`src/afsm_pkg.sv`:
```
// Shared constants and types of the framed serial API and socket manager.
// Assumes a single 125 MHz system clock; all settings arrive as plain ports.
package afsm_pkg;
  localparam logic [7:0] FT_CMD_RESP = 8'h88;
  localparam logic [7:0] FT_TX_STATUS = 8'h89;
  localparam logic [7:0] FT_MODEM = 8'h8A;
  localparam logic [7:0] FT_RX_PKT = 8'hB0;
  localparam logic [7:0] CMD_OK = 8'h00;
  localparam logic [7:0] CMD_ERROR = 8'h01;
  localparam logic [7:0] CMD_BAD_CMD = 8'h02;
  localparam logic [7:0] CMD_BAD_PARAM = 8'h03;
  localparam logic [7:0] TX_OK = 8'h00;
  localparam logic [7:0] TX_NET_FAIL = 8'h21;
  localparam logic [7:0] TX_NOT_REG = 8'h22;
  localparam logic [7:0] TX_BAD_FRAME = 8'h2C;
  localparam logic [7:0] TX_INTERNAL = 8'h31;
  localparam logic [7:0] TX_RESOURCE = 8'h32;
  localparam logic [7:0] TX_TOO_LONG = 8'h74;
  localparam logic [7:0] TX_BAD_UDP_PORT = 8'h78;
  localparam logic [7:0] TX_BAD_TCP_PORT = 8'h79;
  localparam logic [7:0] TX_BAD_HOST = 8'h7A;
  localparam logic [7:0] TX_BAD_MODE = 8'h7B;
  localparam logic [7:0] TX_REFUSED = 8'h80;
  localparam logic [7:0] TX_LOST = 8'h81;
  localparam logic [7:0] TX_NO_SERVER = 8'h82;
  localparam logic [7:0] TX_CLOSED = 8'h83;
  localparam logic [7:0] TX_UNKNOWN_SRV = 8'h84;
  localparam logic [7:0] TX_UNKNOWN = 8'h85;
  localparam logic [7:0] MS_POWER_UP = 8'h00;
  localparam logic [7:0] MS_WATCHDOG = 8'h01;
  localparam logic [7:0] MS_REGISTERED = 8'h02;
  localparam logic [7:0] MS_UNREGISTERED = 8'h03;
  localparam logic [7:0] MS_MGMT_UP = 8'h0E;
  localparam logic [7:0] MS_MGMT_DOWN = 8'h0F;
  localparam logic [7:0] PROTO_UDP = 8'h00;
  localparam logic [7:0] PROTO_TCP = 8'h01;
  localparam int OPT_CLOSE_BIT = 1;
  localparam int NUM_SOCK = 7;
  localparam logic [2:0] MAX_SOCK = 3'h7;
  localparam logic [2:0] MAX_SECURE = 3'h4;
  localparam logic [2:0] MGMT_RESERVED = 3'h1;
  localparam int BYTE_W = 8;
  localparam int FIFO_DEPTH = 16;
  localparam int FRM_MAX = 12;
  localparam logic [3:0] LEN_CMD = 4'h5;
  localparam logic [3:0] LEN_TX = 4'h3;
  localparam logic [3:0] LEN_MODEM = 4'h2;
  localparam logic [3:0] LEN_RX = 4'hC;
  localparam int IDLE_W = 32;

  typedef struct packed {
    logic used;
    logic secure;
    logic incoming;
    logic tcp;
    logic [31:0] addr;
    logic [15:0] rport;
    logic [15:0] lport;
  } afsm_sock_t;

  typedef enum logic [2:0] {
    ST_IDLE = 3'b001,
    ST_EMIT = 3'b010,
    ST_DONE = 3'b100
  } afsm_state_t;
endpackage

```
`src/afsm_byte_if.sv`:
```
// Byte stream carrier with valid and ready between the block's own modules.
// Assumes both ends share sys_clk.
`timescale 1ns/10ps
interface afsm_byte_if #(parameter int W = 8);
  logic valid;
  logic ready;
  logic [W-1:0] data;
  modport src(output valid, output data, input ready);
  modport snk(input valid, input data, output ready);
endinterface

```
`src/afsm_fifo.sv`:
```
// Byte FIFO with a registered output stage, used as the outgoing frame buffer.
// Assumes the drain side may stall for any length of time.
`timescale 1ns/10ps
module afsm_fifo #(parameter int WIDTH = 8, parameter int DEPTH = 16) (
  input wire logic sys_clk,
  input wire logic rst,
  afsm_byte_if.snk inPort,
  afsm_byte_if.src outPort
);
  localparam int AW = $clog2(DEPTH);
  localparam int CW = $clog2(DEPTH + 1);
  logic [WIDTH-1:0] mem [DEPTH];
  logic [AW-1:0] wrPtr;
  logic [AW-1:0] rdPtr;
  logic [CW-1:0] count;
  logic push;
  logic pop;

  assign inPort.ready = (count != CW'(DEPTH));
  assign push = inPort.valid && inPort.ready;
  assign pop = (count != '0) && (!outPort.valid || outPort.ready);

  always_ff @(posedge sys_clk) begin
    if (push) begin
      mem[wrPtr] <= inPort.data;
    end
  end

  always_ff @(posedge sys_clk or posedge rst) begin
    if (rst) begin
      wrPtr <= '0;
      rdPtr <= '0;
      count <= '0;
    end else begin
      if (push) begin
        wrPtr <= AW'(wrPtr + 1'b1);
      end
      if (pop) begin
        rdPtr <= AW'(rdPtr + 1'b1);
      end
      count <= CW'(count + CW'(push) - CW'(pop));
    end
  end

  always_ff @(posedge sys_clk or posedge rst) begin
    if (rst) begin
      outPort.valid <= 1'b0;
      outPort.data <= '0;
    end else if (pop) begin
      outPort.valid <= 1'b1;
      outPort.data <= mem[rdPtr];
    end else if (outPort.ready) begin
      outPort.valid <= 1'b0;
    end
  end
endmodule

```
`src/afsm_idle_timer.sv`:
```
// Idle counter of one socket slot; pulses expire when the limit is reached.
// Assumes kick marks any send or receive; a limit of zero never expires.
`timescale 1ns/10ps
module afsm_idle_timer
  import afsm_pkg::*;
(
  input wire logic sys_clk,
  input wire logic rst,
  input wire logic run,
  input wire logic kick,
  input wire logic [IDLE_W-1:0] limit,
  output logic expire
);
  logic [IDLE_W-1:0] count;
  logic [IDLE_W-1:0] next_count;

  assign next_count = count + 32'h1;

  always_ff @(posedge sys_clk or posedge rst) begin
    if (rst) begin
      count <= '0;
    end else if (!run || kick) begin
      count <= '0;
    end else begin
      count <= next_count;
    end
  end

  always_ff @(posedge sys_clk or posedge rst) begin
    if (rst) begin
      expire <= 1'b0;
    end else begin
      expire <= run && !kick && !expire && (limit != '0) && (next_count == limit);
    end
  end
endmodule

```
`src/afsm_top.sv`:
```
// Device side of the framed serial API: frame generation and socket table.
// Assumes all inputs come from logic on sys_clk; frames leave as a byte stream.
`timescale 1ns/10ps
// Contract
// - Commands answered with 0x88 response frame.
// - Frame identifier zero suppresses the answer.
// - Status byte codes zero to three.
// - Query appends value; writes omit it. Code appends it only when status is zero.
// - Transmit outcome reported in 0x89 frame.
// - Codes 0x0, 0x21, 0x22 defined.
// - Further transmit failure codes defined.
// - Modem status 0x8A frames on events.
// - Socket data delivered as 0xB0 frame.
// - Seven sockets, at most four secure.
// - Management service reserves one socket.
// - Sockets open implicitly, close on idle.
// - New destination allocates; listen UDP shares.
// - No free socket gives resource error.
// - Listener accepts clients up to limit.
// - Dropped connection retried on next request.
// - Status zero success, nonzero failure.
// - Close on remote, idle or flag.
// - Option bit one closes TCP only.
// - Nonzero source needs exact socket match.
module afsm_top
  import afsm_pkg::*;
(
  input wire logic sys_clk,
  input wire logic rst,
  input wire logic cmdValid,
  input wire logic [7:0] cmdFrameId,
  input wire logic [15:0] cmdName,
  input wire logic [7:0] cmdStatus,
  input wire logic cmdIsQuery,
  input wire logic [7:0] cmdValue,
  output logic cmdTaken,
  input wire logic txValid,
  input wire logic [7:0] txFrameId,
  input wire logic [31:0] txDestAddr,
  input wire logic [15:0] txDestPort,
  input wire logic [15:0] txSrcPort,
  input wire logic [7:0] txProto,
  input wire logic [7:0] txOptions,
  input wire logic txSecure,
  input wire logic [7:0] txNetCode,
  output logic txTaken,
  input wire logic rxValid,
  input wire logic [2:0] rxSock,
  input wire logic [7:0] rxByte,
  output logic rxTaken,
  input wire logic connValid,
  input wire logic [31:0] connAddr,
  input wire logic [15:0] connPort,
  output logic connTaken,
  output logic connAccepted,
  input wire logic remCloseValid,
  input wire logic [2:0] remCloseSock,
  input wire logic netRegistered,
  input wire logic mgmtConnected,
  input wire logic mgmtEnable,
  input wire logic wdogCause,
  input wire logic [15:0] listenPortSetting,
  input wire logic [7:0] transportProtocolSetting,
  input wire logic [IDLE_W-1:0] clientIdleTimeout,
  input wire logic [IDLE_W-1:0] serverIdleTimeout,
  output logic [NUM_SOCK-1:0] sockOpen,
  output logic outValid,
  output logic [7:0] outData,
  input wire logic outReady
);
  afsm_byte_if #(.W(BYTE_W)) toFifo ();
  afsm_byte_if #(.W(BYTE_W)) fromFifo ();
  afsm_state_t state;
  afsm_sock_t sock [NUM_SOCK];
  logic [FRM_MAX-1:0][7:0] frm;
  logic [3:0] frmLen;
  logic [3:0] frmIdx;
  logic pendBoot, pendReg, pendUnreg, pendMgOn, pendMgOff;
  logic regPrev, mgPrev;
  logic [NUM_SOCK-1:0] kick, expire;
  logic takeEv, takeCmd, takeTx, takeRx, takeConn;
  logic [7:0] evCode;
  logic [2:0] usedCnt, secCnt, limit, mIdx, fIdx;
  logic mHit, fHit, viaListen, full, txAlloc, txFree, connOk, isTcp;
  logic [7:0] txCode;

  function automatic logic [2:0] countBits(input logic [NUM_SOCK-1:0] v);
    logic [2:0] n;
    n = 3'h0;
    for (int i = 0; i < NUM_SOCK; i++) begin
      n = n + {2'h0, v[i]};
    end
    return n;
  endfunction

  always_comb begin
    logic [NUM_SOCK-1:0] u;
    logic [NUM_SOCK-1:0] s;
    u = '0;
    s = '0;
    mHit = 1'b0;
    mIdx = 3'h0;
    fHit = 1'b0;
    fIdx = 3'h0;
    isTcp = (txProto == PROTO_TCP);
    for (int i = NUM_SOCK - 1; i >= 0; i--) begin
      u[i] = sock[i].used;
      s[i] = sock[i].used && sock[i].secure;
      if (!sock[i].used) begin
        fHit = 1'b1;
        fIdx = 3'(i);
      end
      if (sock[i].used && sock[i].addr == txDestAddr && sock[i].rport == txDestPort
          && sock[i].lport == txSrcPort && sock[i].tcp == isTcp) begin
        mHit = 1'b1;
        mIdx = 3'(i);
      end
    end
    usedCnt = countBits(u);
    secCnt = countBits(s);
    limit = mgmtEnable ? MAX_SOCK - MGMT_RESERVED : MAX_SOCK;
    full = !fHit || usedCnt >= limit || (txSecure && secCnt >= MAX_SECURE);
    viaListen = !isTcp && txSrcPort == listenPortSetting && txSrcPort != 16'h0
                && transportProtocolSetting == PROTO_UDP;
    txAlloc = 1'b0;
    if (viaListen || mHit) begin
      txCode = txNetCode;
    end else if (txSrcPort != 16'h0) begin
      txCode = TX_CLOSED;
    end else if (full) begin
      txCode = TX_RESOURCE;
    end else begin
      txCode = txNetCode;
      txAlloc = (txNetCode == TX_OK);
    end
    // A failed send on a connection drops it, so the next request retries.
    txFree = mHit && !viaListen && ((isTcp && txOptions[OPT_CLOSE_BIT])
             || txNetCode != TX_OK);
    connOk = transportProtocolSetting == PROTO_TCP && fHit && usedCnt < limit;
  end

  always_comb begin
    takeEv = 1'b0;
    takeCmd = 1'b0;
    takeTx = 1'b0;
    takeRx = 1'b0;
    takeConn = 1'b0;
    evCode = MS_POWER_UP;
    if (state == ST_IDLE) begin
      takeEv = pendBoot | pendReg | pendUnreg | pendMgOn | pendMgOff;
      if (pendBoot) begin
        evCode = wdogCause ? MS_WATCHDOG : MS_POWER_UP;
      end else if (pendReg) begin
        evCode = MS_REGISTERED;
      end else if (pendUnreg) begin
        evCode = MS_UNREGISTERED;
      end else if (pendMgOn) begin
        evCode = MS_MGMT_UP;
      end else begin
        evCode = MS_MGMT_DOWN;
      end
      takeCmd = !takeEv && cmdValid;
      takeTx = !takeEv && !cmdValid && txValid;
      takeRx = !takeEv && !cmdValid && !txValid && rxValid && sock[rxSock].used;
      takeConn = !takeEv && !cmdValid && !txValid && !takeRx && connValid;
    end
  end

  // Event flags: a new edge in the cycle of the clear keeps the flag set.
  always_ff @(posedge sys_clk or posedge rst) begin
    if (rst) begin
      regPrev <= 1'b0;
      mgPrev <= 1'b0;
      pendBoot <= 1'b1;
      pendReg <= 1'b0;
      pendUnreg <= 1'b0;
      pendMgOn <= 1'b0;
      pendMgOff <= 1'b0;
    end else begin
      regPrev <= netRegistered;
      mgPrev <= mgmtConnected;
      pendBoot <= pendBoot && !takeEv;
      pendReg <= (netRegistered && !regPrev) || (pendReg && !(takeEv && !pendBoot));
      pendUnreg <= (!netRegistered && regPrev)
                   || (pendUnreg && !(takeEv && evCode == MS_UNREGISTERED));
      pendMgOn <= (mgmtConnected && !mgPrev) || (pendMgOn && !(takeEv && evCode == MS_MGMT_UP));
      pendMgOff <= (!mgmtConnected && mgPrev)
                   || (pendMgOff && !(takeEv && evCode == MS_MGMT_DOWN));
    end
  end

  always_ff @(posedge sys_clk or posedge rst) begin
    if (rst) begin
      state <= ST_IDLE;
      frmLen <= 4'h0;
      frmIdx <= 4'h0;
      frm <= '0;
    end else begin
      unique case (state)
        ST_IDLE: begin
          frmIdx <= 4'h0;
          if (takeEv) begin
            frm[0] <= FT_MODEM;
            frm[1] <= evCode;
            frmLen <= LEN_MODEM;
            state <= ST_EMIT;
          end else if (takeCmd) begin
            frm[0] <= FT_CMD_RESP;
            frm[1] <= cmdFrameId;
            frm[2] <= cmdName[15:8];
            frm[3] <= cmdName[7:0];
            frm[4] <= cmdStatus;
            frm[5] <= cmdValue;
            frmLen <= (cmdIsQuery && cmdStatus == CMD_OK) ? LEN_CMD + 4'h1 : LEN_CMD;
            state <= (cmdFrameId == 8'h00) ? ST_DONE : ST_EMIT;
          end else if (takeTx) begin
            frm[0] <= FT_TX_STATUS;
            frm[1] <= txFrameId;
            frm[2] <= txCode;
            frmLen <= LEN_TX;
            state <= (txFrameId == 8'h00) ? ST_DONE : ST_EMIT;
          end else if (takeRx) begin
            frm[0] <= FT_RX_PKT;
            frm[1] <= sock[rxSock].addr[31:24];
            frm[2] <= sock[rxSock].addr[23:16];
            frm[3] <= sock[rxSock].addr[15:8];
            frm[4] <= sock[rxSock].addr[7:0];
            frm[5] <= sock[rxSock].lport[15:8];
            frm[6] <= sock[rxSock].lport[7:0];
            frm[7] <= sock[rxSock].rport[15:8];
            frm[8] <= sock[rxSock].rport[7:0];
            frm[9] <= sock[rxSock].tcp ? PROTO_TCP : PROTO_UDP;
            frm[10] <= 8'h00;
            frm[11] <= rxByte;
            frmLen <= LEN_RX;
            state <= ST_EMIT;
          end else if (takeConn) begin
            state <= ST_DONE;
          end
        end
        ST_EMIT: begin
          if (toFifo.ready) begin
            frmIdx <= frmIdx + 4'h1;
            if (frmIdx == frmLen - 4'h1) begin
              state <= ST_IDLE;
            end
          end
        end
        ST_DONE: begin
          state <= ST_IDLE;
        end
      endcase
    end
  end

  assign toFifo.valid = (state == ST_EMIT);
  assign toFifo.data = frm[frmIdx];

  always_ff @(posedge sys_clk or posedge rst) begin
    if (rst) begin
      cmdTaken <= 1'b0;
      txTaken <= 1'b0;
      rxTaken <= 1'b0;
      connTaken <= 1'b0;
      connAccepted <= 1'b0;
    end else begin
      cmdTaken <= takeCmd;
      txTaken <= takeTx;
      rxTaken <= takeRx;
      connTaken <= takeConn;
      connAccepted <= takeConn && connOk;
    end
  end

  // Socket table; closes are applied last so a freed slot is never kept open.
  always_ff @(posedge sys_clk or posedge rst) begin
    if (rst) begin
      for (int i = 0; i < NUM_SOCK; i++) begin
        sock[i] <= '0;
      end
    end else begin
      if (takeTx && txAlloc) begin
        sock[fIdx] <= '{used: 1'b1, secure: txSecure, incoming: 1'b0, tcp: isTcp,
                        addr: txDestAddr, rport: txDestPort, lport: 16'h0};
      end
      if (takeConn && connOk) begin
        sock[fIdx] <= '{used: 1'b1, secure: 1'b0, incoming: 1'b1, tcp: 1'b1,
                        addr: connAddr, rport: connPort, lport: listenPortSetting};
      end
      if (takeTx && txFree) begin
        sock[mIdx].used <= 1'b0;
      end
      if (remCloseValid) begin
        sock[remCloseSock].used <= 1'b0;
      end
      for (int i = 0; i < NUM_SOCK; i++) begin
        if (expire[i]) begin
          sock[i].used <= 1'b0;
        end
      end
    end
  end

  always_comb begin
    for (int i = 0; i < NUM_SOCK; i++) begin
      kick[i] = (takeTx && mHit && mIdx == 3'(i)) || (takeRx && rxSock == 3'(i));
    end
  end

  for (genvar g = 0; g < NUM_SOCK; g++) begin : gTimer
    afsm_idle_timer uTimer (
      .sys_clk(sys_clk),
      .rst(rst),
      .run(sock[g].used),
      .kick(kick[g]),
      .limit(sock[g].incoming ? serverIdleTimeout : clientIdleTimeout),
      .expire(expire[g])
    );
    assign sockOpen[g] = sock[g].used;
  end

  afsm_fifo #(.WIDTH(BYTE_W), .DEPTH(FIFO_DEPTH)) uFifo (
    .sys_clk(sys_clk),
    .rst(rst),
    .inPort(toFifo),
    .outPort(fromFifo)
  );

  assign outValid = fromFifo.valid;
  assign outData = fromFifo.data;
  assign fromFifo.ready = outReady;
endmodule

```
`config.mk`:
```
export PLATFORM = sky130hd
export DESIGN_NAME = afsm_top
export DESIGN_NICKNAME = d
export VERILOG_FILES = /design/src/afsm_pkg.sv /design/src/afsm_byte_if.sv /design/src/afsm_fifo.sv /design/src/afsm_idle_timer.sv /design/src/afsm_top.sv
export SDC_FILE = /design/constraint.sdc
export NUM_CORES = 2
export LEC_CHECK = 0
export CELL_PAD_IN_SITES_DETAIL_PLACEMENT = 1
export CELL_PAD_IN_SITES_GLOBAL_PLACEMENT = 1
export CORE_ASPECT_RATIO = 0.7
export CORE_MARGIN = 5
export CORE_UTILIZATION = 52
export CTS_CLUSTER_SIZE = 30
export DETAILED_ROUTE_END_ITERATION = 10
export DONT_BUFFER_PORTS = 1
export PLACE_DENSITY = 0.78
export SETUP_SLACK_MARGIN = 0.5
export SLEW_MARGIN = 15
export SYNTH_ARGS = -nofsm -noshare
export SYNTH_HDL_FRONTEND = slang
export SYNTH_SLANG_ARGS = --single-unit
```
`constraint.sdc`:
```
create_clock -name sys_clk -period 32.8 [get_ports sys_clk]
set_clock_uncertainty 0.2 [all_clocks]
set_input_delay 1.64 -clock sys_clk [delete_from_list [all_inputs] [get_ports sys_clk]]
set_output_delay 1.64 -clock sys_clk [all_outputs]
set_load 0.01 [all_outputs]
```
==> results.sh <==
export IMPL_status="complete, no violations"
export IMPL_grtUsageMet2=0.6365
export IMPL_cts_resized=0
export IMPL_p_leak_uw=0.02446
export IMPL_max_freq_ghz=0.1349
export IMPL_dp_final_hpwl_um=209000
export IMPL_cp_arrival_ns=7.78
export IMPL_initial_utilization=0.5256
export IMPL_cts_sinks=957
export IMPL_power_uw=2948
export IMPL_top_usage_layer="met1"
export IMPL_postSynthCellCount=5585
export IMPL_grt_max_degree=142
export IMPL_drive_gt1_frac=0.09331
export IMPL_io_pins=321
export IMPL_finalHoldViolCount=0
export IMPL_finalNetCount=5661
export IMPL_worst_setup_path_type="primary input to flop"
export IMPL_drc=0
export IMPL_die_w_um=406.6
export IMPL_finalCritPeriodShare=0.2260
export IMPL_drt_first_pass_iters=9
export IMPL_syn_nets=5915
export IMPL_min_to="pendReg"
export IMPL_r2r_slack_ns=25.54
export IMPL_reg2reg_depth=14
export IMPL_crit_required_ns=33.17
export IMPL_cpMostUsedCell="buf_4"
export IMPL_dieArea_mm2=0.1170
export IMPL_yosysSeqAreaShare=0.4295
export IMPL_cp_num_buf_inv=3
export IMPL_grtUsageMet1=0.6473
export IMPL_period_minus_slack_ns=7.412
export IMPL_cts_buffers=100
export IMPL_critPathCaptureType="flop"
export IMPL_synth_seq_cells=957
export IMPL_ant_nets=0
export IMPL_hp_class="flop to flop"
export IMPL_grt_total_usage=0.4849
export IMPL_crit_path_top_delay_cell="nor4_1"
export IMPL_postCtsSetupRepairBufs=0
export IMPL_grt_pass1_wl_um=398300
export IMPL_worstReg2RegEnd="sock[68]"
export IMPL_slew_viol_final=0
export IMPL_yosysTopAreaCell="dfrtp_1"
export IMPL_area_delta_synth_final_pct=7.766
export IMPL_synth_ff_type="dfrtp_1"
export IMPL_io_buffers=0
export IMPL_rsz0062_at_grt="no"
export IMPL_slowest_delay_ns=1.05
export IMPL_fin_cells=6880
export IMPL_clk_latency_ns=0.77
export IMPL_cp_start_kind="primary input"
export IMPL_async_reset_ff_frac=0.8662
export IMPL_vias=51541
export IMPL_dr_first_iter_drc_count=8385
export IMPL_synth_top_area_frac=0.3614
export IMPL_min_from="regPrev"
export IMPL_cts_tree="done"
export IMPL_synth_area_per_cell_um2=10.25
export IMPL_setup_viol=0
export IMPL_maxCapViolations=0
export IMPL_vias_per_cell=7.491
export IMPL_std_cell_rows=101
export IMPL_critical_path_depth=12
export IMPL_setup_tns_ns=0
export IMPL_timing_hold_ws_ns=0.2685
export IMPL_cp_cell_sequence="xnor2_1 > nand4_1 > nor4_1 > nand4_1 > nor4_1 > buf_4 > or2_1 > or4_4 > buf_4 > a21oi_4 > buf_4 > a2bb2oi_1"
export IMPL_cp_max_fo=51
export IMPL_holdPathStages=1
export IMPL_coreArea_mm2=0.1089
export IMPL_tightest_slew_ns=1.449
export IMPL_wl_per_cell_um=42.25
export IMPL_die_y_um=287.6
export IMPL_synthesis_area_mm2=0.05726
export IMPL_path_clk_slew_ns=0.06
export IMPL_wl_um=290700
export IMPL_h_tree_depth=3
export IMPL_dp_cells=6671
export IMPL_synth_cell_types=90
export IMPL_rr_startpoint="sockOpen[3]"
export IMPL_yosys_warnings=0
export IMPL_cts_root_buffer="clkbuf_16"
export IMPL_crit_family="simple AND/OR/NAND/NOR gates"
export IMPL_cts_buffer_depth=3
export IMPL_cts_hold_buf=0
export IMPL_slew_headroom=0.02490
export IMPL_powerDensity_mw_per_mm2=47.78
export IMPL_place_gp_congestion=1.146
export IMPL_overflow=0
export IMPL_grt_pass1_vias=49629
export IMPL_grt_util_met3=0.3007
export IMPL_final_common_cell="dfrtp_1"
export IMPL_synth_area_leaders="dfrtp_1, mux2i_1, edfxtp_1"
export IMPL_synth_edff_count=128
export IMPL_ir_drop_v=0.00004119
export IMPL_layout_common_cells="dfrtp_1, xnor2_1, nor2_1, mux2i_1, nand2_1"
export IMPL_antenna_found_initial=50
power by group:
part	total, µW	switching (µW)	leakage, µW	internal [µW]
logic	379	227	0.0102	152
clock network	1270	551	0.00174	718
registers	1300	51.6	0.0125	1250
total	2950	829	0.0245	2120
cell usage after synthesis (all sizes together), types with 23 or more instances:
cell	n
a21o	23
o2111ai	39
nor2	426
nand2b	100
a22o	91
dfrtp	827
nor2b	40
nor4	151
and3	38
mux2i	397
nand3	135
xnor2	426
a21oi	134
buf	184
mux4	117
clkbuf	257
and2	74
nor3	81
nand2	378
a22oi	25
o21ai	203
inv	135
ha	23
and4	26
edfxtp	128
o22ai	70
o22a	47
a2bb2oi	231
xor2	360
nand4	169
final cells by class:
cell class                      instances  area [µm²]
Multi-Input combinational cell       4049       30480
Sequential cell                       957       24600
Tap cell                             1442        1804
Inverter                              138       525.5
Antenna cell                           26       65.06
Timing Repair Buffer                   85       650.6
Clock inverter                         44       676.9
Fill cell                           11637       47230
Clock buffer                          139        2900
logic make-up (layout without fill, tap and decap cells):
group | after synthesis | in the layout | synth area share
compound gates | 1003 | 1003 | 0.1312
xor+xnor | 786 | 786 | 0.1202
fa+ha+maj | 30 | 30 | 0.007473
buf+inv | 579 | 406 | 0.04257
flops | 957 | 957 | 0.4295
mux | 536 | 536 | 0.1198
other cells | 0 | 26 | 0
simple gates | 1694 | 1694 | 0.1493
worst max path at each step:
stage                               from     endpoint  slack [ns]
after detailed placement  txDestAddr[24]  sockOpen[5]       25.06
after global placement    txDestAddr[24]  sockOpen[5]       25.07
after CTS                    sockOpen[3]     sock[68]       25.70
after floorplan                      rst     cmdTaken        7.68
final                      txDestAddr[5]     sock[95]       25.39
after global routing         sockOpen[3]     sock[77]       25.56
flip-flops by register name, summed over array words and instances, names as in the netlist, 4 cells and up:
register,flops
gTimer.uTimer.expire,7
frm,78
uFifo.count,5
uFifo.wrPtr,4
uFifo.rdPtr,4
sockOpen,7
uFifo.outPort.data,8
uFifo.mem,128
gTimer.uTimer.count,224
sock,469
frmIdx,4
metrics by stage:
stage	utilization	instance area (µm²)	setup WS, ns
after floorplan	-	57260	7.676
after CTS	0.5654	61590	25.70
after global routing	0.5659	61650	25.56
after detailed placement	0.5326	58010	25.06
after global placement	0.5326	58010	25.07
final	0.5664	61700	25.39
worst reg2reg max path, cell delays in order (launching register included):
cell and delay [ns]:
dfrtp_1 0.69, fa_1 0.65, inv_1 0.06, fa_1 0.48, inv_1 0.05, fa_1 0.41
fa_1 0.50, nand2_1 0.10, o22ai_1 0.10, or4_1 0.54, or4_4 0.79, buf_4 0.52
a21oi_4 0.98, buf_4 0.78, o21ai_0 0.23
routing by layer:
metal,share of wire,vias to the layer above
met5,0.0024,-
met4,0.045,50
met3,0.18,896
met2,0.38,4158
met1,0.39,26700
li1,-,19737
No activity file was read; power rests on OpenSTA's default activity.
